File: src/include/smc_defs.svh
// Register offsets, field positions and reset values of the serial core.
// Assumes an 8-bit register port with a 3-bit word address.
`ifndef SMC_DEFS_SVH
`define SMC_DEFS_SVH

// Register word addresses.
`define SMC_ADDR_CTRL1 3'h0
`define SMC_ADDR_CTRL2 3'h1
`define SMC_ADDR_BAUD 3'h2
`define SMC_ADDR_STATUS 3'h3
`define SMC_ADDR_DATA 3'h4

// Main control register bit positions.
`define SMC_C1_RXIE 7
`define SMC_C1_EN 6
`define SMC_C1_TXIE 5
`define SMC_C1_ROLE 4
`define SMC_C1_POL 3
`define SMC_C1_PHA 2
`define SMC_C1_SELECT_OUTPUT_ENABLE 1
`define SMC_C1_LSBF 0

// Second control register bit positions and implemented-bit mask.
`define SMC_C2_FAULT_EN 4
`define SMC_C2_PIN_OE 3
`define SMC_C2_SINGLE 0
`define SMC_C2_MASK 8'h19

// Baud register fields and implemented-bit mask.
`define SMC_BR_PRE_HI 6
`define SMC_BR_PRE_LO 4
`define SMC_BR_RATE_HI 2
`define SMC_BR_RATE_LO 0
`define SMC_BR_MASK 8'h77

// Status register bit positions.
`define SMC_ST_RXF 7
`define SMC_ST_TXE 5
`define SMC_ST_MODE_FAULT_FLAG 4

// Reset values.
`define SMC_CTRL1_RST 8'h04
`define SMC_CTRL2_RST 8'h00
`define SMC_BAUD_RST 8'h00
`define SMC_SYNC_RST 4'h8

// Last serial clock edge of a byte (sixteen edges, counted from zero).
`define SMC_EDGE_LAST 4'hF

`endif

File: src/include/smc_pkg.sv
// Types shared by the serial core: engine states, bus request, pin bundle.
// Assumes smc_defs.svh supplies every number.
package smc_pkg;

  // Engine state: waiting for a start, or shifting a byte.
  typedef enum logic [0:0] {SMC_IDLE, SMC_RUN} smc_state_t;

  // One register port request.
  typedef struct packed {
    logic [2:0] addr;
    logic [7:0] wdata;
    logic wr;
    logic rd;
  } smc_bus_t;

  // Registered pin drive; each enable is active low.
  typedef struct packed {
    logic sck_o;
    logic sck_oe_n;
    logic mdp_o;
    logic mdp_oe_n;
    logic sdp_o;
    logic sdp_oe_n;
    logic sel_o;
    logic sel_oe_n;
  } smc_pins_t;

endpackage

File: src/hdl/smc_core.sv
// Byte-wide serial peripheral engine, master or slave, with register port.
// Assumes a 100 MHz system clock, synchronous active-low reset, and pad
// logic outside that turns each output/enable pair into a real pin.
//
// Contract
// - Master starts transfers, exchanges shifter contents.
// - Data write buffered, loaded at transfer start.
// - Received byte copied to receive buffer.
// - Master drives clock, data out, samples in.
// - Slave takes clock, drives slave line.
// - Prescaler divides bus clock by 1..8.
// - Rate divider divides by 2..256.
// - Disabled block releases all four pins.
// - Master single-wire uses master pin only.
// - Slave single-wire uses slave pin only.
// - Select pin role from fault and output enables.
// - Stop modes: inactive, deep resets, light holds.
// - Light stop exit resumes, reset exit resets.
// - Bit 7 gates receive/fault interrupt.
// - Disable aborts, flushes, clears receive, sets empty.
// - Bit 5 gates transmit-empty interrupt.
// - Bit 4 selects slave or master.
// - Bit 3 sets serial clock idle level.
// - Bit 2 places first edge mid or start.
// - Bit 0 picks MSB or LSB first.
//
// The plain strobed port and the register addresses are this design's own decisions.
`include "smc_defs.svh"
`timescale 1ns/1ps
`default_nettype none

module smc_core
  import smc_pkg::*;
(
  input wire logic I_SYS_CLK,
  input wire logic I_RESETN,
  input wire logic I_STOP_DEEP,
  input wire logic I_STOP_LIGHT,
  input wire logic [2:0] I_ADDR,
  input wire logic [7:0] I_WDATA,
  input wire logic I_WR,
  input wire logic I_RD,
  output logic [7:0] O_RDATA,
  output logic O_IRQ,
  input wire logic I_SERIAL_CLOCK_PIN,
  output logic O_SERIAL_CLOCK_PIN,
  output logic O_SERIAL_CLOCK_PIN_OE_N,
  input wire logic I_MASTER_SHARED_DATA_PIN,
  output logic O_MASTER_SHARED_DATA_PIN,
  output logic O_MASTER_SHARED_DATA_PIN_OE_N,
  input wire logic I_SLAVE_SHARED_DATA_PIN,
  output logic O_SLAVE_SHARED_DATA_PIN,
  output logic O_SLAVE_SHARED_DATA_PIN_OE_N,
  input wire logic I_SELECT_PIN,
  output logic O_SELECT_PIN,
  output logic O_SELECT_PIN_OE_N
);

  // ==========================================================================
  // Helpers
  // ==========================================================================

  // Register decode, shared by every strobe.
  function automatic logic hit(input logic [2:0] a, input logic [2:0] t, input logic s);
    hit = s && (a == t);
  endfunction

  // First bit to leave the shifter for the chosen bit order.
  function automatic logic head(input logic [7:0] sh, input logic lsb);
    head = lsb ? sh[0] : sh[7];
  endfunction

  // ==========================================================================
  // Reset, bus request and configuration fields
  // ==========================================================================

  // Deep stop removes power, so it behaves like a reset on return.
  logic rst; // Combined synchronous reset.
  assign rst = !I_RESETN || I_STOP_DEEP;

  smc_bus_t bus; // Port request bundled for decode.
  assign bus = '{addr: I_ADDR, wdata: I_WDATA, wr: I_WR, rd: I_RD};

  logic [7:0] ctrl1; // Main control register.
  logic [7:0] ctrl2; // Pin control register.
  logic [7:0] baud; // Prescale and rate fields.

  logic en, role, clk_pol, clk_pha, select_output_enable, lsbf, rxie, txie;
  logic fault_en, pin_oe, single;
  logic [2:0] pre_sel, rate_sel;
  assign en = ctrl1[`SMC_C1_EN];
  assign role = ctrl1[`SMC_C1_ROLE];
  assign clk_pol = ctrl1[`SMC_C1_POL];
  assign clk_pha = ctrl1[`SMC_C1_PHA];
  assign select_output_enable = ctrl1[`SMC_C1_SELECT_OUTPUT_ENABLE];
  assign lsbf = ctrl1[`SMC_C1_LSBF];
  assign rxie = ctrl1[`SMC_C1_RXIE];
  assign txie = ctrl1[`SMC_C1_TXIE];
  assign fault_en = ctrl2[`SMC_C2_FAULT_EN];
  assign pin_oe = ctrl2[`SMC_C2_PIN_OE];
  assign single = ctrl2[`SMC_C2_SINGLE];
  assign pre_sel = baud[`SMC_BR_PRE_HI:`SMC_BR_PRE_LO];
  assign rate_sel = baud[`SMC_BR_RATE_HI:`SMC_BR_RATE_LO];

  // The block does nothing while disabled or in light stop.
  logic active;
  assign active = en && !I_STOP_LIGHT;

  logic wr_c1, wr_c2, wr_br, wr_dat, rd_sts, rd_dat;
  assign wr_c1 = hit(bus.addr, `SMC_ADDR_CTRL1, bus.wr);
  assign wr_c2 = hit(bus.addr, `SMC_ADDR_CTRL2, bus.wr);
  assign wr_br = hit(bus.addr, `SMC_ADDR_BAUD, bus.wr);
  assign wr_dat = hit(bus.addr, `SMC_ADDR_DATA, bus.wr);
  assign rd_sts = hit(bus.addr, `SMC_ADDR_STATUS, bus.rd);
  assign rd_dat = hit(bus.addr, `SMC_ADDR_DATA, bus.rd);

  // Control registers; unimplemented bits are never stored.
  always_ff @(posedge I_SYS_CLK) begin
    if (rst) begin
      ctrl1 <= `SMC_CTRL1_RST;
      ctrl2 <= `SMC_CTRL2_RST;
      baud <= `SMC_BAUD_RST;
    end else begin
      if (wr_c1) begin
        ctrl1 <= bus.wdata;
      end
      if (wr_c2) begin
        ctrl2 <= bus.wdata & `SMC_C2_MASK;
      end
      if (wr_br) begin
        baud <= bus.wdata & `SMC_BR_MASK;
      end
    end
  end

  // ==========================================================================
  // Pin input synchronisers
  // ==========================================================================

  // Pins are asynchronous; each passes two flops before any logic reads it.
  logic [3:0] pin_in;
  wire [3:0] sync;
  assign pin_in = {I_SELECT_PIN, I_SLAVE_SHARED_DATA_PIN, I_MASTER_SHARED_DATA_PIN,
                   I_SERIAL_CLOCK_PIN};
  localparam logic [3:0] SYNC_RST = `SMC_SYNC_RST;

  generate
    for (genvar g = 0; g < 4; g++) begin : g_sync
      logic meta_q; // First stage, read only by the second.
      logic sync_q; // Second stage, safe to use.
      always_ff @(posedge I_SYS_CLK) begin
        if (rst) begin
          meta_q <= SYNC_RST[g];
          sync_q <= SYNC_RST[g];
        end else begin
          meta_q <= pin_in[g];
          sync_q <= meta_q;
        end
      end
      assign sync[g] = sync_q;
    end
  endgenerate

  logic s_sck, s_mdp, s_sdp, s_sel;
  assign s_sck = sync[0];
  assign s_mdp = sync[1];
  assign s_sdp = sync[2];
  assign s_sel = sync[3];

  // Delayed copy of the synchronised clock for slave edge detection.
  logic sck_d;
  always_ff @(posedge I_SYS_CLK) begin
    if (rst) begin
      sck_d <= 1'b0;
    end else begin
      sck_d <= s_sck;
    end
  end

  // ==========================================================================
  // Engine control terms
  // ==========================================================================

  smc_state_t state; // Engine state.
  logic [3:0] edge_cnt; // Serial clock edges seen in this byte.
  logic [7:0] shifter; // The one shift register for both directions.
  logic out_bit; // Bit presented on the data output.
  logic sck_level; // Master clock phase, zero at idle.
  logic [7:0] tx_buf, rx_buf; // Holding buffers.
  logic tx_empty, rx_full, mode_fault; // Status flags.
  logic half_tick; // Master half bit period elapsed.

  // Master sees a fault when another master pulls its select input low.
  logic fault_cond;
  assign fault_cond = active && role && fault_en && !select_output_enable && !s_sel;

  // Master starts only on its own initiative with a byte waiting.
  logic start, abort, edge_ev, sample, drive, done;
  assign start = active && (state == SMC_IDLE) &&
                 (role ? (!tx_empty && !fault_cond) : !s_sel);
  assign abort = role ? fault_cond : s_sel;
  assign edge_ev = active && (state == SMC_RUN) && !abort &&
                   (role ? half_tick : (s_sck ^ sck_d));
  // Phase 0 samples on even edges, phase 1 on odd ones.
  assign sample = edge_ev && (edge_cnt[0] == clk_pha);
  assign drive = edge_ev && (edge_cnt[0] != clk_pha);
  assign done = edge_ev && (edge_cnt == `SMC_EDGE_LAST);

  // Serial input source by role and wiring mode.
  logic din;
  always_comb begin
    if (role) begin
      din = single ? s_mdp : s_sdp;
    end else begin
      din = single ? s_sdp : s_mdp;
    end
  end

  logic [7:0] next_shift; // Shifter after one sample.
  assign next_shift = lsbf ? {din, shifter[7:1]} : {shifter[6:0], din};

  // An empty buffer leaves the slave resending its last shifter contents.
  logic [7:0] ld_val;
  assign ld_val = tx_empty ? shifter : tx_buf;

  // ==========================================================================
  // Bit rate generator
  // ==========================================================================

  // Prescaler counts 0..pre_sel; the rate stage then counts half periods.
  logic [2:0] pre_cnt;
  logic [6:0] rate_cnt, rate_top;
  assign rate_top = 7'((8'h01 << rate_sel) - 8'h01);
  assign half_tick = (state == SMC_RUN) && role && (pre_cnt == pre_sel) &&
                     (rate_cnt == rate_top);

  always_ff @(posedge I_SYS_CLK) begin
    if (rst || (state != SMC_RUN) || !role) begin
      pre_cnt <= 3'h0;
      rate_cnt <= 7'h00;
    end else if (!I_STOP_LIGHT) begin
      if (pre_cnt == pre_sel) begin
        pre_cnt <= 3'h0;
        rate_cnt <= half_tick ? 7'h00 : 7'(rate_cnt + 7'h01);
      end else begin
        pre_cnt <= 3'(pre_cnt + 3'h1);
      end
    end
  end

  // ==========================================================================
  // Shift engine
  // ==========================================================================

  // Disable clears everything; light stop freezes so the byte resumes later.
  always_ff @(posedge I_SYS_CLK) begin
    if (rst || !en) begin
      state <= SMC_IDLE;
      edge_cnt <= 4'h0;
      shifter <= 8'h00;
      out_bit <= 1'b0;
      sck_level <= 1'b0;
    end else if (!I_STOP_LIGHT) begin
      unique case (state)
        SMC_IDLE: begin
          if (start) begin
            state <= SMC_RUN;
            edge_cnt <= 4'h0;
            sck_level <= 1'b0;
            shifter <= ld_val;
            out_bit <= head(ld_val, lsbf);
          end
        end
        SMC_RUN: begin
          if (abort) begin
            state <= SMC_IDLE;
            sck_level <= 1'b0;
          end else if (edge_ev) begin
            edge_cnt <= 4'(edge_cnt + 4'h1);
            if (role) begin
              sck_level <= !sck_level;
            end
            if (sample) begin
              shifter <= next_shift;
            end
            if (drive) begin
              out_bit <= head(shifter, lsbf);
            end
            if (done) begin
              state <= SMC_IDLE;
            end
          end
        end
      endcase
    end
  end

  // ==========================================================================
  // Buffers and flags
  // ==========================================================================

  // Each flag clears only after a status read saw it set (armed).
  logic tx_arm, rx_arm, mf_arm;
  logic tx_wr;
  assign tx_wr = wr_dat && tx_arm && tx_empty;

  always_ff @(posedge I_SYS_CLK) begin
    if (rst || !en) begin
      tx_arm <= 1'b0;
      rx_arm <= 1'b0;
    end else begin
      if (rd_sts && tx_empty) begin
        tx_arm <= 1'b1;
      end else if (wr_dat) begin
        tx_arm <= 1'b0;
      end
      if (rd_sts && rx_full) begin
        rx_arm <= 1'b1;
      end else if (rd_dat) begin
        rx_arm <= 1'b0;
      end
    end
  end

  // Transmit side: the load at start empties the buffer and wins over a clear.
  always_ff @(posedge I_SYS_CLK) begin
    if (rst || !en) begin
      tx_empty <= 1'b1;
      tx_buf <= 8'h00;
    end else begin
      if (start && !tx_empty) begin
        tx_empty <= 1'b1;
      end else if (tx_wr) begin
        tx_empty <= 1'b0;
      end
      if (tx_wr) begin
        tx_buf <= bus.wdata;
      end
    end
  end

  // Receive side: a byte arriving while full is dropped, keeping the older one.
  always_ff @(posedge I_SYS_CLK) begin
    if (rst || !en) begin
      rx_full <= 1'b0;
      rx_buf <= 8'h00;
    end else begin
      if (done) begin
        rx_full <= 1'b1;
      end else if (rd_dat && rx_arm) begin
        rx_full <= 1'b0;
      end
      if (done && !rx_full) begin
        rx_buf <= sample ? next_shift : shifter;
      end
    end
  end

  // Mode fault survives disable so software can still see why.
  always_ff @(posedge I_SYS_CLK) begin
    if (rst) begin
      mode_fault <= 1'b0;
      mf_arm <= 1'b0;
    end else begin
      if (fault_cond) begin
        mode_fault <= 1'b1;
      end else if (wr_c1 && mf_arm) begin
        mode_fault <= 1'b0;
      end
      if (rd_sts && mode_fault) begin
        mf_arm <= 1'b1;
      end else if (wr_c1) begin
        mf_arm <= 1'b0;
      end
    end
  end

  // Interrupt request, registered.
  always_ff @(posedge I_SYS_CLK) begin
    if (rst) begin
      O_IRQ <= 1'b0;
    end else begin
      O_IRQ <= (rxie && (rx_full || mode_fault)) || (txie && tx_empty);
    end
  end

  // ==========================================================================
  // Register read port
  // ==========================================================================

  // Read data stands for the one cycle after the strobe; unmapped reads zero.
  logic [7:0] next_rdata;
  always_comb begin
    next_rdata = 8'h00;
    if (bus.rd) begin
      unique case (bus.addr)
        `SMC_ADDR_CTRL1: next_rdata = ctrl1;
        `SMC_ADDR_CTRL2: next_rdata = ctrl2;
        `SMC_ADDR_BAUD: next_rdata = baud;
        `SMC_ADDR_STATUS: begin
          next_rdata[`SMC_ST_RXF] = rx_full;
          next_rdata[`SMC_ST_TXE] = tx_empty;
          next_rdata[`SMC_ST_MODE_FAULT_FLAG] = mode_fault;
        end
        `SMC_ADDR_DATA: next_rdata = rx_buf;
        default: next_rdata = 8'h00;
      endcase
    end
  end

  always_ff @(posedge I_SYS_CLK) begin
    if (rst) begin
      O_RDATA <= 8'h00;
    end else begin
      O_RDATA <= next_rdata;
    end
  end

  // ==========================================================================
  // Pin multiplexer
  // ==========================================================================

  // Pins are registered so pad drive never glitches on decode changes.
  smc_pins_t next_pins, pins;
  always_comb begin
    next_pins = '{sck_o: 1'b0, sck_oe_n: 1'b1, mdp_o: 1'b0, mdp_oe_n: 1'b1,
                  sdp_o: 1'b0, sdp_oe_n: 1'b1, sel_o: 1'b1, sel_oe_n: 1'b1};
    if (active) begin
      if (role) begin
        next_pins.sck_oe_n = 1'b0;
        next_pins.sck_o = clk_pol ^ sck_level;
        next_pins.mdp_o = out_bit;
        next_pins.mdp_oe_n = single ? !pin_oe : 1'b0;
        if (fault_en && select_output_enable) begin
          next_pins.sel_oe_n = 1'b0;
          next_pins.sel_o = (state != SMC_RUN);
        end
      end else begin
        // Slave drives only while selected, so shared lines stay free.
        next_pins.sdp_o = out_bit;
        next_pins.sdp_oe_n = s_sel || (single && !pin_oe);
      end
    end
  end

  always_ff @(posedge I_SYS_CLK) begin
    if (rst) begin
      pins <= '{sck_o: 1'b0, sck_oe_n: 1'b1, mdp_o: 1'b0, mdp_oe_n: 1'b1,
                sdp_o: 1'b0, sdp_oe_n: 1'b1, sel_o: 1'b1, sel_oe_n: 1'b1};
    end else begin
      pins <= next_pins;
    end
  end

  assign O_SERIAL_CLOCK_PIN = pins.sck_o;
  assign O_SERIAL_CLOCK_PIN_OE_N = pins.sck_oe_n;
  assign O_MASTER_SHARED_DATA_PIN = pins.mdp_o;
  assign O_MASTER_SHARED_DATA_PIN_OE_N = pins.mdp_oe_n;
  assign O_SLAVE_SHARED_DATA_PIN = pins.sdp_o;
  assign O_SLAVE_SHARED_DATA_PIN_OE_N = pins.sdp_oe_n;
  assign O_SELECT_PIN = pins.sel_o;
  assign O_SELECT_PIN_OE_N = pins.sel_oe_n;

  // ==========================================================================
  // Assertions
  // ==========================================================================

  // Cycles since the last half tick, to check the divider chain.
  logic [10:0] gap, half_m1;
  assign half_m1 = 11'(((11'(pre_sel) + 11'h001) << rate_sel) - 11'h001);
  always_ff @(posedge I_SYS_CLK) begin
    if (rst || state != SMC_RUN || half_tick) begin
      gap <= 11'h000;
    end else if (!I_STOP_LIGHT) begin
      gap <= 11'(gap + 11'h001);
    end
  end
endmodule // smc_core

`default_nettype wire

File: config.mk
export PLATFORM = sky130hd
export DESIGN_NAME = smc_core
export DESIGN_NICKNAME = d
export VERILOG_FILES = /design/src/include/smc_pkg.sv /design/src/hdl/smc_core.sv
export VERILOG_INCLUDE_DIRS = /design/src /design/src/include
export SDC_FILE = /design/constraint.sdc
export NUM_CORES = 1
export LEC_CHECK = 0
export ABC_CLOCK_PERIOD_IN_PS = 7250
export BUFFER_PORTS_ARGS = -buffer_cell sky130_fd_sc_hd__buf_2
export CORE_MARGIN = 2
export CORE_UTILIZATION = 55
export CTS_CLUSTER_SIZE = 20
export DETAILED_ROUTE_END_ITERATION = 16
export PLACE_DENSITY_LB_ADDON = 0.2
export SLEW_MARGIN = 30
export SYNTH_ARGS = -nofsm -noshare
export SYNTH_HDL_FRONTEND = slang
export SYNTH_SLANG_ARGS = --single-unit
File: constraint.sdc
create_clock -name I_SYS_CLK -period 7.25 [get_ports I_SYS_CLK]
set_clock_uncertainty 0.1 [all_clocks]
set_input_delay 1.8125 -clock I_SYS_CLK [delete_from_list [all_inputs] [get_ports I_SYS_CLK]]
set_output_delay 1.8125 -clock I_SYS_CLK [all_outputs]
set_load 0.1 [all_outputs]
[Word level (Yosys, flattened, before mapping)]
Cells that the tools add are included.
Operators by class
  add/subtract/negate cells: 4
  equal/unequal tests: 16
  shifts and indexed selects: 1
  muxes and demuxes: 53
  bitwise gates (word level): 8
  reductions and logical operators: 72
Operators by type and width (number)
  2-to-1 mux 8 bit: 6
  logical AND 1 bit: 36
  2-to-1 mux 1 bit: 32
  case mux 4 bit (4 select lines): 1
  case mux 8 bit (2 select lines): 1
  logical NOT 1 bit: 12
  2-to-1 mux 4 bit: 3
  case mux 2 bit (5 select lines): 1
  AND reduction 5 bit: 2
  nonzero test 2 bit: 5
  case mux 4 bit (2 select lines): 1
  AND reduction 4 bit: 2
  adder 7 x 1 -> 7 bit, second input constant: 1
  equality test 7 bit: 1
  logical OR 1 bit: 7
  2-to-1 mux 7 bit: 1
  << shifter 1 x 3 -> 7 bit, first input constant: 1
  subtractor 7 x 1 -> 7 bit, second input constant: 1
  equality test 3 x 2 -> 1 bit, second input constant: 2
  2-to-1 mux 3 bit: 2
  != test 2 bit, second input constant: 3
  NOT 1 bit: 6
  case mux 1 bit (2 select lines): 3
  case mux 1 bit (3 select lines): 2
  17 further kinds: 22
Word-level totals
  bits in registers: 90
  input bits: 21
  output and inout port bits: 17

[Longest topological paths before layout]
Gate-level depths: netlist of the first run.
  word-level depth: 15
  depth in mapped cells: 13

[Least setup slack after synthesis of the first run]
No wires, ideal clock.
  path kind: input to register
  start: in I_STOP_LIGHT
  end: reg rx_buf[6]
  data arrival time: 3712 ps
  data required time: 7024 ps
  setup slack: 3312 ps
  stages: 8
  path buffers: 2
  path through: clkbuf_1 > nor2b_1 > nor3b_1 > o211ai_1 > nor3_4 > buf_6 > mux2i_1 > o22ai_2
On the way
  longest elaborated chain between the ends: 12
  elaborated cells between the ends (all ways): 15
  those cells by class: mux (2); reduce/logical (13)
RTL lines
  start, declared: RTL line smc_core.sv:38  | input wire logic I_STOP_LIGHT,
  logical NOT 1 bit *
  logical AND 1 bit *: RTL line smc_core.sv:107  | assign active = en && !I_STOP_LIGHT;
  logical AND 1 bit (4 in series): RTL line smc_core.sv:195  | assign fault_cond = active && role && fault_en && !select_output_enable && !s_sel;
  2-to-1 mux 1 bit: RTL line smc_core.sv:201  | assign abort = role ? fault_cond : s_sel;
  logical NOT 1 bit: RTL line smc_core.sv:202  | assign edge_ev = active && (state == SMC_RUN) && !abort &&
  logical AND 1 bit * (2 in series): RTL line smc_core.sv:202
  logical AND 1 bit, on equally long branches: RTL line smc_core.sv:205, smc_core.sv:207
  2-to-1 mux 8 bit / logical AND 1 bit (equally long branches)
  end signal, assigned: RTL line smc_core.sv:354  | rx_buf <= sample ? next_shift : shifter;
  end, declared: RTL line smc_core.sv:189  | logic [7:0] tx_buf, rx_buf;
Every way passes the cells marked *; elsewhere a longest branch is shown, timed or not.
A chain may end at the register's enable or synchronous reset.

[Worst setup path in the final report of the first run]
  start: in I_STOP_LIGHT
  end: reg rx_buf[3]
Same word-level chain as after synthesis.

==> tab_implementation.tex, run 1 <==
\begin{tabular}{lr}
\hline
Metric & Value \\
\hline
\multicolumn{2}{l}{\textbf{Run status}} \\
\quad Run status & finished, final reports clean \\
\multicolumn{2}{l}{\textbf{Routing}} \\
\quad Post-route DRC violation count & 0 \\
\quad Detailed Routing Iterations Pass 1 & 6 \\
\quad Number of vias per cell after detailed routing & 6.01 \\
\quad Routed wirelength normalized by instance count & 16.8 um \\
\quad Iteration-0 DRC Markers & 297 \\
\quad WL final & 10.4 mm \\
\quad Count of nets left with antenna violations after detail routing & 0 \\
\quad Vias post-DR & 3712 \\
\multicolumn{2}{l}{\textbf{STA}} \\
\quad Worst setup margin & 2970 ps \\
\quad Sum of negative setup slack & 0 ps \\
\quad Final-report setup violation count & 0 \\
\quad Fmax & 233 MHz \\
\quad Hold Vio Cnt, Final & 0 \\
\quad Tmin final & 4280 ps \\
\quad Number of slew-limit violations in the final report & 0 \\
\quad Final clock period utilization by the worst path & 59.1\% \\
\quad Max-slew headroom at the worst pin & 46.4\% \\
\quad Transition time of the tightest slew-check pin & 792 ps \\
\quad RSZ-0062 raised after global routing & no \\
\multicolumn{2}{l}{\textbf{Global route}} \\
\quad Pin count of the biggest net entering global routing & 22 \\
\quad Vias in the first global route & 3419 \\
\quad Congestion Overflow GR & 0 \\
\quad Total global routing track utilization & 25.7\% \\
\quad Wire length of the first global-routing pass & 17.0 mm \\
\quad Initial antenna violation count & 0 \\
\multicolumn{2}{l}{\textbf{Logic synthesis}} \\
\quad Post-synth EDFFs & 0 \\
\quad Flip-flop cell with the highest count after synthesis & sky130\_fd\_sc\_hd\_\_dfxtp\_1 \\
\quad Synthesized netlist cell count & 486 \\
\quad Cells taking the most area after synthesis & sky130\_fd\_sc\_hd\_\_dfxtp\_1 42\%, sky130\_fd\_sc\_hd\_\_mux2i\_1 8.0\%, sky130\_fd\_sc\_hd\_\_nor2\_1 5.0\% \\
\quad Post-synth design cell area & 0.00426 mm2 \\
\quad Post-Synthesis Mean Instance Area & 8.76 um2 \\
\quad Fraction of registers with async set or reset after synthesis & 0\% \\
\quad FF+latch count, synth & 90 \\
\quad Number of distinct library cells after synthesis & 60 \\
\quad Ranking of synthesized cells by instance count & 90 x sky130\_fd\_sc\_hd\_\_dfxtp\_1, 57 x sky130\_fd\_sc\_hd\_\_nor2\_1, 54 x sky130\_fd\_sc\_hd\_\_nand2\_1 \\
\quad Library cell with the largest summed area after synthesis & sky130\_fd\_sc\_hd\_\_dfxtp\_1 \\
\quad Sequential area share after synthesis & 42.3\% \\
\quad Yosys synthesis warning count & 0 \\
\quad Synthesized net count & 511 \\
\quad Area fraction of the dominant cell type after synthesis & 42.3\% \\
\quad Most repeated cell in the gate-level netlist after synthesis & sky130\_fd\_sc\_hd\_\_dfxtp\_1 \\
\multicolumn{2}{l}{\textbf{Power}} \\
\quad Net switching share of the total power & 22.5\% \\
\quad Combinational fraction of design power & 4.0\% \\
\quad Proportion of power drawn by the clock network & 42.0\% \\
\quad Part of the total power dissipated in sequential elements & 54.0\% \\
\quad Psw & 0.208 mW \\
\quad Pwr/cell area & 196 mW/mm2 \\
\quad Internal power & 0.715 mW \\
\quad Leakage power of the design & 1.61 nW \\
\quad Largest voltage drop on the vdd net & 111 uV \\
\multicolumn{2}{l}{\textbf{Die}} \\
\quad Count of standard-cell rows & 32 \\
\quad Die extent in y & 92.0 um \\
\quad Ports placed on the boundary & 38 \\
\quad Placeable core region & 0.00761 mm2 \\
\quad Starting density of the core & 56.0\% \\
\quad Overall die width & 92.0 um \\
\quad Die Outline Area & 0.00846 mm2 \\
\multicolumn{2}{l}{\textbf{Clocking}} \\
\quad H-Tree Level Count & 3 \\
\quad TritonCTS clock tree & done \\
\quad CTS clock-pin slew for the worst setup and hold paths & 80 ps \\
\quad Buffer count from post-CTS setup fixing & 0 \\
\quad Clock latency on the worst-skew pair & 370 ps \\
\quad Count of clock tree sinks & 90 \\
\quad CTS Root Cell & sky130\_fd\_sc\_hd\_\_clkbuf\_8 \\
\quad Maximum buffer depth of the clock tree & 2 \\
\quad \# hold bufs at CTS & 0 \\
\quad Number of gates given a new drive strength after cts & 0 \\
\quad Number of buffers inserted during clock tree synthesis & 9 \\
\multicolumn{2}{l}{\textbf{Layout}} \\
\quad ANT cells & 0 \\
\quad Number of inserted filler cells in the final layout & 690 \\
\quad Ratio of cells with drive above 1 in the final layout & 14.1\% \\
\quad Area added between synthesis and finish & 10.5\% \\
\quad Layout Nets & 536 \\
\multicolumn{2}{l}{\textbf{Critical path}} \\
\quad Worst Setup Start Kind & primary input \\
\quad CP Cell Sequence & buf\_2, nor2b\_1, nor3b\_1, o211ai\_1, buf\_2, nor4\_4, nand2\_1, o22ai\_1 \\
\quad CP arrival & 4470 ps \\
\quad Setup Crit Path Kind & in -> reg \\
\quad Top delay family on crit path & simple AND/OR/NAND/NOR gates \\
\quad Top fanout value on the critical path & 11 \\
\quad Critical-path cell with the highest stage delay & sky130\_fd\_sc\_hd\_\_nor4\_4 \\
\quad Largest stage delay, worst path & 590 ps \\
\quad WP data required & 7440 ps \\
\quad Number of gates on the worst path with buffers counted & 8 \\
\quad Crit. Startpoint & I\_STOP\_LIGHT \\
\quad Worst path bufs/invs & 2 \\
\quad Endpoint kind of the worst setup timing path & flip-flop \\
\quad Reg2Reg Depth & 9 \\
\quad Cell with the most instances on the worst path & sky130\_fd\_sc\_hd\_\_buf\_2 \\
\quad Reg-to-reg critical path startpoint & baud[1] \\
\multicolumn{2}{l}{\textbf{Placed design}} \\
\quad Setup Slack @ Placement & 2680 ps \\
\quad HPWL after detailed placement & 7.59 mm \\
\quad Routability congestion estimate & 0.942 \\
\quad IO Port Bufs & 37 \\
\multicolumn{2}{l}{\textbf{Min path}} \\
\quad Min-Delay Path Depth & 1 \\
\quad Type of the most critical hold path & reg -> reg \\
\quad Hold Crit Start & g\_sync[3].meta\_q \\
\multicolumn{2}{l}{\textbf{Flow run}} \\
\quad Max Cap Viol & 0 \\
\hline
\end{tabular}
==> sequential cells by signal, indices dropped and copies added, names as in the netlist, 3 cells and up <==
name,flops
shifter,8
baud,6
rate_cnt,7
pre_cnt,3
g_sync.sync_q,4
rx_buf,8
edge_cnt,4
g_sync.meta_q,4
ctrl2,3
tx_buf,8
O_RDATA,8
ctrl1,8
==> per-stage QoR <==
step                util, %  hold slack, ps  area [um2]  power [mW]  std cells
floorplan                 -             286        4260       0.531        486
global placement       58.7             295        4470       0.545        601
detailed placement     58.9             297        4480       0.546        602
CTS                    61.8             319        4700       0.925        618
global route           61.8             345        4700       0.950        618
finish                 61.8             314        4700       0.922        618
==> cell type report <==
cell class / instances / area [um2] / share of cell area (%)
multi-input cells: 363 / 2310 / 49.2
flip-flops and latches: 90 / 1800 / 38.3
clock inverters: 5 / 85.1 / 1.81
repair buffers: 41 / 213 / 4.52
clock buffers: 11 / 141 / 3.01
well taps: 102 / 128 / 2.71
inverters: 6 / 22.5 / 0.479
==> cells in the final DEF (no fill, tap or decap), types with 8 or more instances in the layout <==
| cell type | count |
|---|---|
| sky130_fd_sc_hd__o22ai_1 | 9 |
| sky130_fd_sc_hd__dfxtp_1 | 90 |
| sky130_fd_sc_hd__mux2i_1 | 34 |
| sky130_fd_sc_hd__and2_1 | 9 |
| sky130_fd_sc_hd__nor2_1 | 56 |
| sky130_fd_sc_hd__nand3_1 | 15 |
| sky130_fd_sc_hd__buf_2 | 38 |
| sky130_fd_sc_hd__o21ai_0 | 17 |
| sky130_fd_sc_hd__a21oi_1 | 29 |
| sky130_fd_sc_hd__nor2b_1 | 13 |
| sky130_fd_sc_hd__xnor2_1 | 8 |
| sky130_fd_sc_hd__nor3_1 | 12 |
| sky130_fd_sc_hd__nand2_1 | 54 |
| sky130_fd_sc_hd__xor2_1 | 13 |
| sky130_fd_sc_hd__clkbuf_8 | 10 |
==> final timing paths <==
check | endpoint | slack (ps)
max | rx_buf[3] | 2970
min | g_sync[3].sync_q | 310
max reg2reg | rx_buf[3] | 3580
min reg2reg | g_sync[3].sync_q | 310
==> layer usage <==
metal	up-vias	GRT usage, %	wire length (um)
met3	24	5.01	693
met4	0	12.3	335
li1	1780	-	-
met5	-	0	0
met1	1757	34.8	4730
met2	151	39.3	4610
==> worst reg2reg max path, cell delays in order, from the launching register on <==
cell and delay (ps):
sky130_fd_sc_hd__dfxtp_1 480, sky130_fd_sc_hd__or3_1 420, sky130_fd_sc_hd__ha_1 320, sky130_fd_sc_hd__xnor2_1 170
sky130_fd_sc_hd__a2111oi_4 300, sky130_fd_sc_hd__nand4_2 180, sky130_fd_sc_hd__o31a_1 470, sky130_fd_sc_hd__nor4_4 640
sky130_fd_sc_hd__nand2_1 280, sky130_fd_sc_hd__o22ai_1 240
==> power by group through the flow <==
stage | Sequential [mW] | Combinational, mW | Clock, mW
6_report | 0.498 | 0.0367 | 0.387
4_1_cts | 0.498 | 0.0361 | 0.390
5_1_grt | 0.499 | 0.0400 | 0.411
2_1_floorplan | 0.509 | 0.0217 | 0
3_5_place_dp | 0.510 | 0.0359 | 0
3_3_place_gp | 0.510 | 0.0352 | 0
==> cell families (layout without fill, tap and decap cells) <==
family                   count (synthesis)  in the layout  synth area share, %
AND/OR/NAND/NOR                        195            195                 22.6
flip-flops                              90             90                 42.3
AO/OA/AOI/OAI                          107            107                 17.6
XOR/XNOR                                21             21                 4.32
multiplexers                            36             36                 8.52
buffers and inverters                   33             63                 3.53
adder cells (fa/ha/maj)                  4              4                 1.18
No activity file was read; power rests on OpenSTA's default activity.
==> inputs of run 2 (changes only) <==
--- a/config.mk
+++ b/config.mk
@@ -6,10 +6,10 @@
 export SDC_FILE = /design/constraint.sdc
 export NUM_CORES = 1
 export LEC_CHECK = 0
-export ABC_CLOCK_PERIOD_IN_PS = 7250
+export ABC_CLOCK_PERIOD_IN_PS = 3900
 export BUFFER_PORTS_ARGS = -buffer_cell sky130_fd_sc_hd__buf_2
 export CORE_MARGIN = 2
-export CORE_UTILIZATION = 55
+export CORE_UTILIZATION = 53
 export CTS_CLUSTER_SIZE = 20
 export DETAILED_ROUTE_END_ITERATION = 16
 export PLACE_DENSITY_LB_ADDON = 0.2
==> constraint.sdc (replaced) <==
create_clock -name I_SYS_CLK -period 3.9 [get_ports I_SYS_CLK]
set_clock_uncertainty 0.1 [all_clocks]
set_input_delay 0.975 -clock I_SYS_CLK [delete_from_list [all_inputs] [get_ports I_SYS_CLK]]
set_output_delay 0.975 -clock I_SYS_CLK [all_outputs]
set_load 0.1 [all_outputs]
==> run 2 against run 1 <==
Net effect: via count shrank 2.3%; combinational power increased by 93%; first-iteration DRC count decreased by 9.8%; setup slack worse by 2600 ps; design area increased by 0.61%; critical endpoint is now shifter[3]; die area up 3.6%.
==> tab_implementation.tex, run 2 (synthesized netlist as in run 1, its figures left out) <==
\begin{tabular}{lr}
\hline
Metric & Value \\
\hline
\multicolumn{2}{l}{\textbf{Clocking}} \\
\quad \# hold bufs at CTS & 0 (unchanged) \\
\quad Count of clock tree sinks & 90 (unchanged) \\
\quad Number of gates given a new drive strength after cts & 0 (unchanged) \\
\quad Buffer count from post-CTS setup fixing & 0 (unchanged) \\
\quad H-Tree Level Count & 3 (unchanged) \\
\quad Clock latency on the worst-skew pair & 350 ps (was 370 ps) \\
\quad Maximum buffer depth of the clock tree & 2 (unchanged) \\
\quad CTS clock-pin slew for the worst setup and hold paths & 90 ps (was 80 ps) \\
\quad TritonCTS clock tree & done (unchanged) \\
\quad Number of buffers inserted during clock tree synthesis & 9 (unchanged) \\
\quad CTS Root Cell & sky130\_fd\_sc\_hd\_\_clkbuf\_8 (unchanged) \\
\multicolumn{2}{l}{\textbf{STA}} \\
\quad Final clock period utilization by the worst path & 90.9\% \\
\quad Transition time of the tightest slew-check pin & 834 ps (was 792 ps) \\
\quad Tmin final & 3540 ps \\
\quad Max-slew headroom at the worst pin & 44.0\% (was 46.4\%) \\
\quad Number of slew-limit violations in the final report & 0 (unchanged) \\
\quad Sum of negative setup slack & 0 ps (unchanged) \\
\quad Final-report setup violation count & 0 (unchanged) \\
\quad Fmax & 282 MHz \\
\quad Hold Vio Cnt, Final & 0 (unchanged) \\
\quad RSZ-0062 raised after global routing & no (unchanged) \\
\multicolumn{2}{l}{\textbf{Routing}} \\
\quad WL final & 10.5 mm (was 10.4 mm) \\
\quad Vias post-DR & 3626 (was 3712) \\
\quad Iteration-0 DRC Markers & 268 (was 297) \\
\quad Detailed Routing Iterations Pass 1 & 5 (was 6) \\
\quad Count of nets left with antenna violations after detail routing & 0 (unchanged) \\
\quad Routed wirelength normalized by instance count & 16.9 um (was 16.8 um) \\
\quad Post-route DRC violation count & 0 (unchanged) \\
\quad Number of vias per cell after detailed routing & 5.82 (was 6.01) \\
\multicolumn{2}{l}{\textbf{Placed design}} \\
\quad IO Port Bufs & 37 (unchanged) \\
\quad Cell Area, Placed & 0.00452 mm2 (was 0.00448 mm2) \\
\quad Routability congestion estimate & 0.899 (was 0.942) \\
\quad HPWL after detailed placement & 7.79 mm (was 7.59 mm) \\
\multicolumn{2}{l}{\textbf{Critical path}} \\
\quad Top fanout value on the critical path & 15 (was 11) \\
\quad Capture point of the critical path & shifter[3] (was rx\_buf[3]) \\
\quad Reg-to-reg critical path startpoint & baud[1] (unchanged) \\
\quad Critical R2R Capture & shifter[3] (was rx\_buf[3]) \\
\quad CP arrival & 3740 ps (was 4470 ps) \\
\quad WP data required & 4090 ps (was 7440 ps) \\
\quad Worst reg-to-reg setup slack & 360 ps (was 3580 ps) \\
\quad CP Cell Sequence & or3\_1, ha\_1, xnor2\_1, a2111oi\_4, nand4\_2, o31a\_1, o21ai\_1, o21ai\_0, a31oi\_2 (was buf\_2, nor2b\_1, nor3b\_1, o211ai\_1, buf\_2, nor4\_4, nand2\_1, o22ai\_1) \\
\quad Crit. Startpoint & baud[1] (was I\_STOP\_LIGHT) \\
\quad Setup Crit Path Kind & reg -> reg (was in -> reg) \\
\quad Critical-path cell with the highest stage delay & sky130\_fd\_sc\_hd\_\_o21ai\_1 (was sky130\_fd\_sc\_hd\_\_nor4\_4) \\
\quad Worst Setup Start Kind & flip-flop (was primary input) \\
\quad Endpoint kind of the worst setup timing path & flip-flop (unchanged) \\
\quad Largest stage delay, worst path & 720 ps (was 590 ps) \\
\quad Reg2Reg Depth & 9 (unchanged) \\
\multicolumn{2}{l}{\textbf{Power}} \\
\quad Leakage power of the design & 1.64 nW (was 1.61 nW) \\
\quad Largest voltage drop on the vdd net & 215 uV (was 111 uV) \\
\quad Pwr/cell area & 357 mW/mm2 (was 196 mW/mm2) \\
\quad Psw & 0.382 mW (was 0.208 mW) \\
\quad Proportion of power drawn by the clock network & 41.0\% (was 42.0\%) \\
\quad Net switching share of the total power & 22.6\% (was 22.5\%) \\
\quad Part of the total power dissipated in sequential elements & 54.8\% (was 54.0\%) \\
\quad Internal power & 1.31 mW (was 0.715 mW) \\
\quad Combinational fraction of design power & 4.2\% (was 4.0\%) \\
\multicolumn{2}{l}{\textbf{Global route}} \\
\quad Initial antenna violation count & 0 (unchanged) \\
\quad Total global routing track utilization & 25.0\% (was 25.7\%) \\
\quad Wire length of the first global-routing pass & 16.9 mm (was 17.0 mm) \\
\quad Congestion Overflow GR & 0 (unchanged) \\
\quad Vias in the first global route & 3345 (was 3419) \\
\quad Pin count of the biggest net entering global routing & 21 (was 22) \\
\multicolumn{2}{l}{\textbf{Die}} \\
\quad Starting density of the core & 54.8\% (was 56.0\%) \\
\quad Placeable core region & 0.00777 mm2 (was 0.00761 mm2) \\
\quad Die Outline Area & 0.00877 mm2 (was 0.00846 mm2) \\
\quad Count of standard-cell rows & 32 (unchanged) \\
\quad Ports placed on the boundary & 38 (unchanged) \\
\quad Die extent in y & 93.6 um (was 92.0 um) \\
\quad Overall die width & 93.6 um (was 92.0 um) \\
\multicolumn{2}{l}{\textbf{Layout}} \\
\quad Most common cell after layout, fill and taps aside & sky130\_fd\_sc\_hd\_\_dfxtp\_1 (unchanged) \\
\quad Layout Nets & 542 (was 536) \\
\quad Share of the core filled with cells & 60.9\% (was 61.8\%) \\
\quad Area added between synthesis and finish & 11.2\% (was 10.5\%) \\
\quad Ratio of cells with drive above 1 in the final layout & 14.8\% (was 14.1\%) \\
\quad Number of inserted filler cells in the final layout & 695 (was 690) \\
\quad Design area & 0.00473 mm2 (was 0.00470 mm2) \\
\quad Commonest cells after routing, fill and taps aside & 90 x sky130\_fd\_sc\_hd\_\_dfxtp\_1, 57 x sky130\_fd\_sc\_hd\_\_nor2\_1, 54 x sky130\_fd\_sc\_hd\_\_nand2\_1, 37 x sky130\_fd\_sc\_hd\_\_buf\_2, 34 x sky130\_fd\_sc\_hd\_\_mux2i\_1 (was 90 x sky130\_fd\_sc\_hd\_\_dfxtp\_1, 56 x sky130\_fd\_sc\_hd\_\_nor2\_1, 54 x sky130\_fd\_sc\_hd\_\_nand2\_1, 38 x sky130\_fd\_sc\_hd\_\_buf\_2, 34 x sky130\_fd\_sc\_hd\_\_mux2i\_1) \\
\quad ANT cells & 0 (unchanged) \\
\multicolumn{2}{l}{\textbf{Flow run}} \\
\quad Max Cap Viol & 0 (unchanged) \\
\multicolumn{2}{l}{\textbf{Min path}} \\
\quad Type of the most critical hold path & reg -> reg (unchanged) \\
\multicolumn{2}{l}{\textbf{Run status}} \\
\quad Run status & finished, final reports clean (unchanged) \\
\hline
\end{tabular}
## run 2: power by group through the flow
stage	sequential, mW	clock, mW	combinational, mW
floorplan	0.947	0	0.0404
global placement	0.947	0	0.0683
detailed placement	0.947	0	0.0695
CTS	0.925	0.702	0.0697
global route	0.926	0.730	0.0764
finish	0.925	0.693	0.0709
## run 2: worst min path at each step
stage          cells past startpoint        startpoint               end
4_1_cts                            1  g_sync[3].meta_q  g_sync[3].sync_q
6_report                           1  g_sync[3].meta_q  g_sync[3].sync_q
2_1_floorplan                      1  g_sync[3].meta_q  g_sync[3].sync_q
3_5_place_dp                       1  g_sync[3].meta_q  g_sync[3].sync_q
3_3_place_gp                       1  g_sync[3].meta_q  g_sync[3].sync_q
5_1_grt                            1  g_sync[3].meta_q  g_sync[3].sync_q
## run 2: critical path, delay by kind of cell (launching register included)
kind | cells | cell delay, ps
XOR/XNOR | 1 | 180
AO/OA/AOI/OAI | 5 | 1860
flip-flops | 1 | 450
adder cells (fa/ha/maj) | 1 | 310
AND/OR/NAND/NOR | 2 | 580
## run 2: through the flow
step | std cells | hold slack (ps) | total power, mW | setup slack (ps)
3_3_place_gp | 608 | 297 | 1.02 | 525
4_1_cts | 623 | 329 | 1.70 | 361
5_1_grt | 623 | 336 | 1.73 | 88.5
2_1_floorplan | 486 | 286 | 0.987 | 799
3_5_place_dp | 608 | 308 | 1.02 | 369
6_report | 623 | 321 | 1.69 | 355
## run 2: layout make-up
| type | instances | area, um2 | share of cell area, % |
|---|---|---|---|
| clock buffer | 9 | 124 | 2.62 |
| clock inverter | 6 | 91.3 | 1.93 |
| inverter | 6 | 22.5 | 0.476 |
| multi-input combinational | 363 | 2310 | 48.7 |
| sequential | 90 | 1800 | 38.1 |
| tap | 102 | 128 | 2.70 |
| timing repair buffer | 47 | 260 | 5.50 |
## run 2: layer usage
metal	wire, um	vias up	global-route usage, %
li1	-	1792	-
met1	4800	1688	33.8
met2	4830	131	41.0
met3	719	15	5.00
met4	154	0	6.52
met5	0	-	0
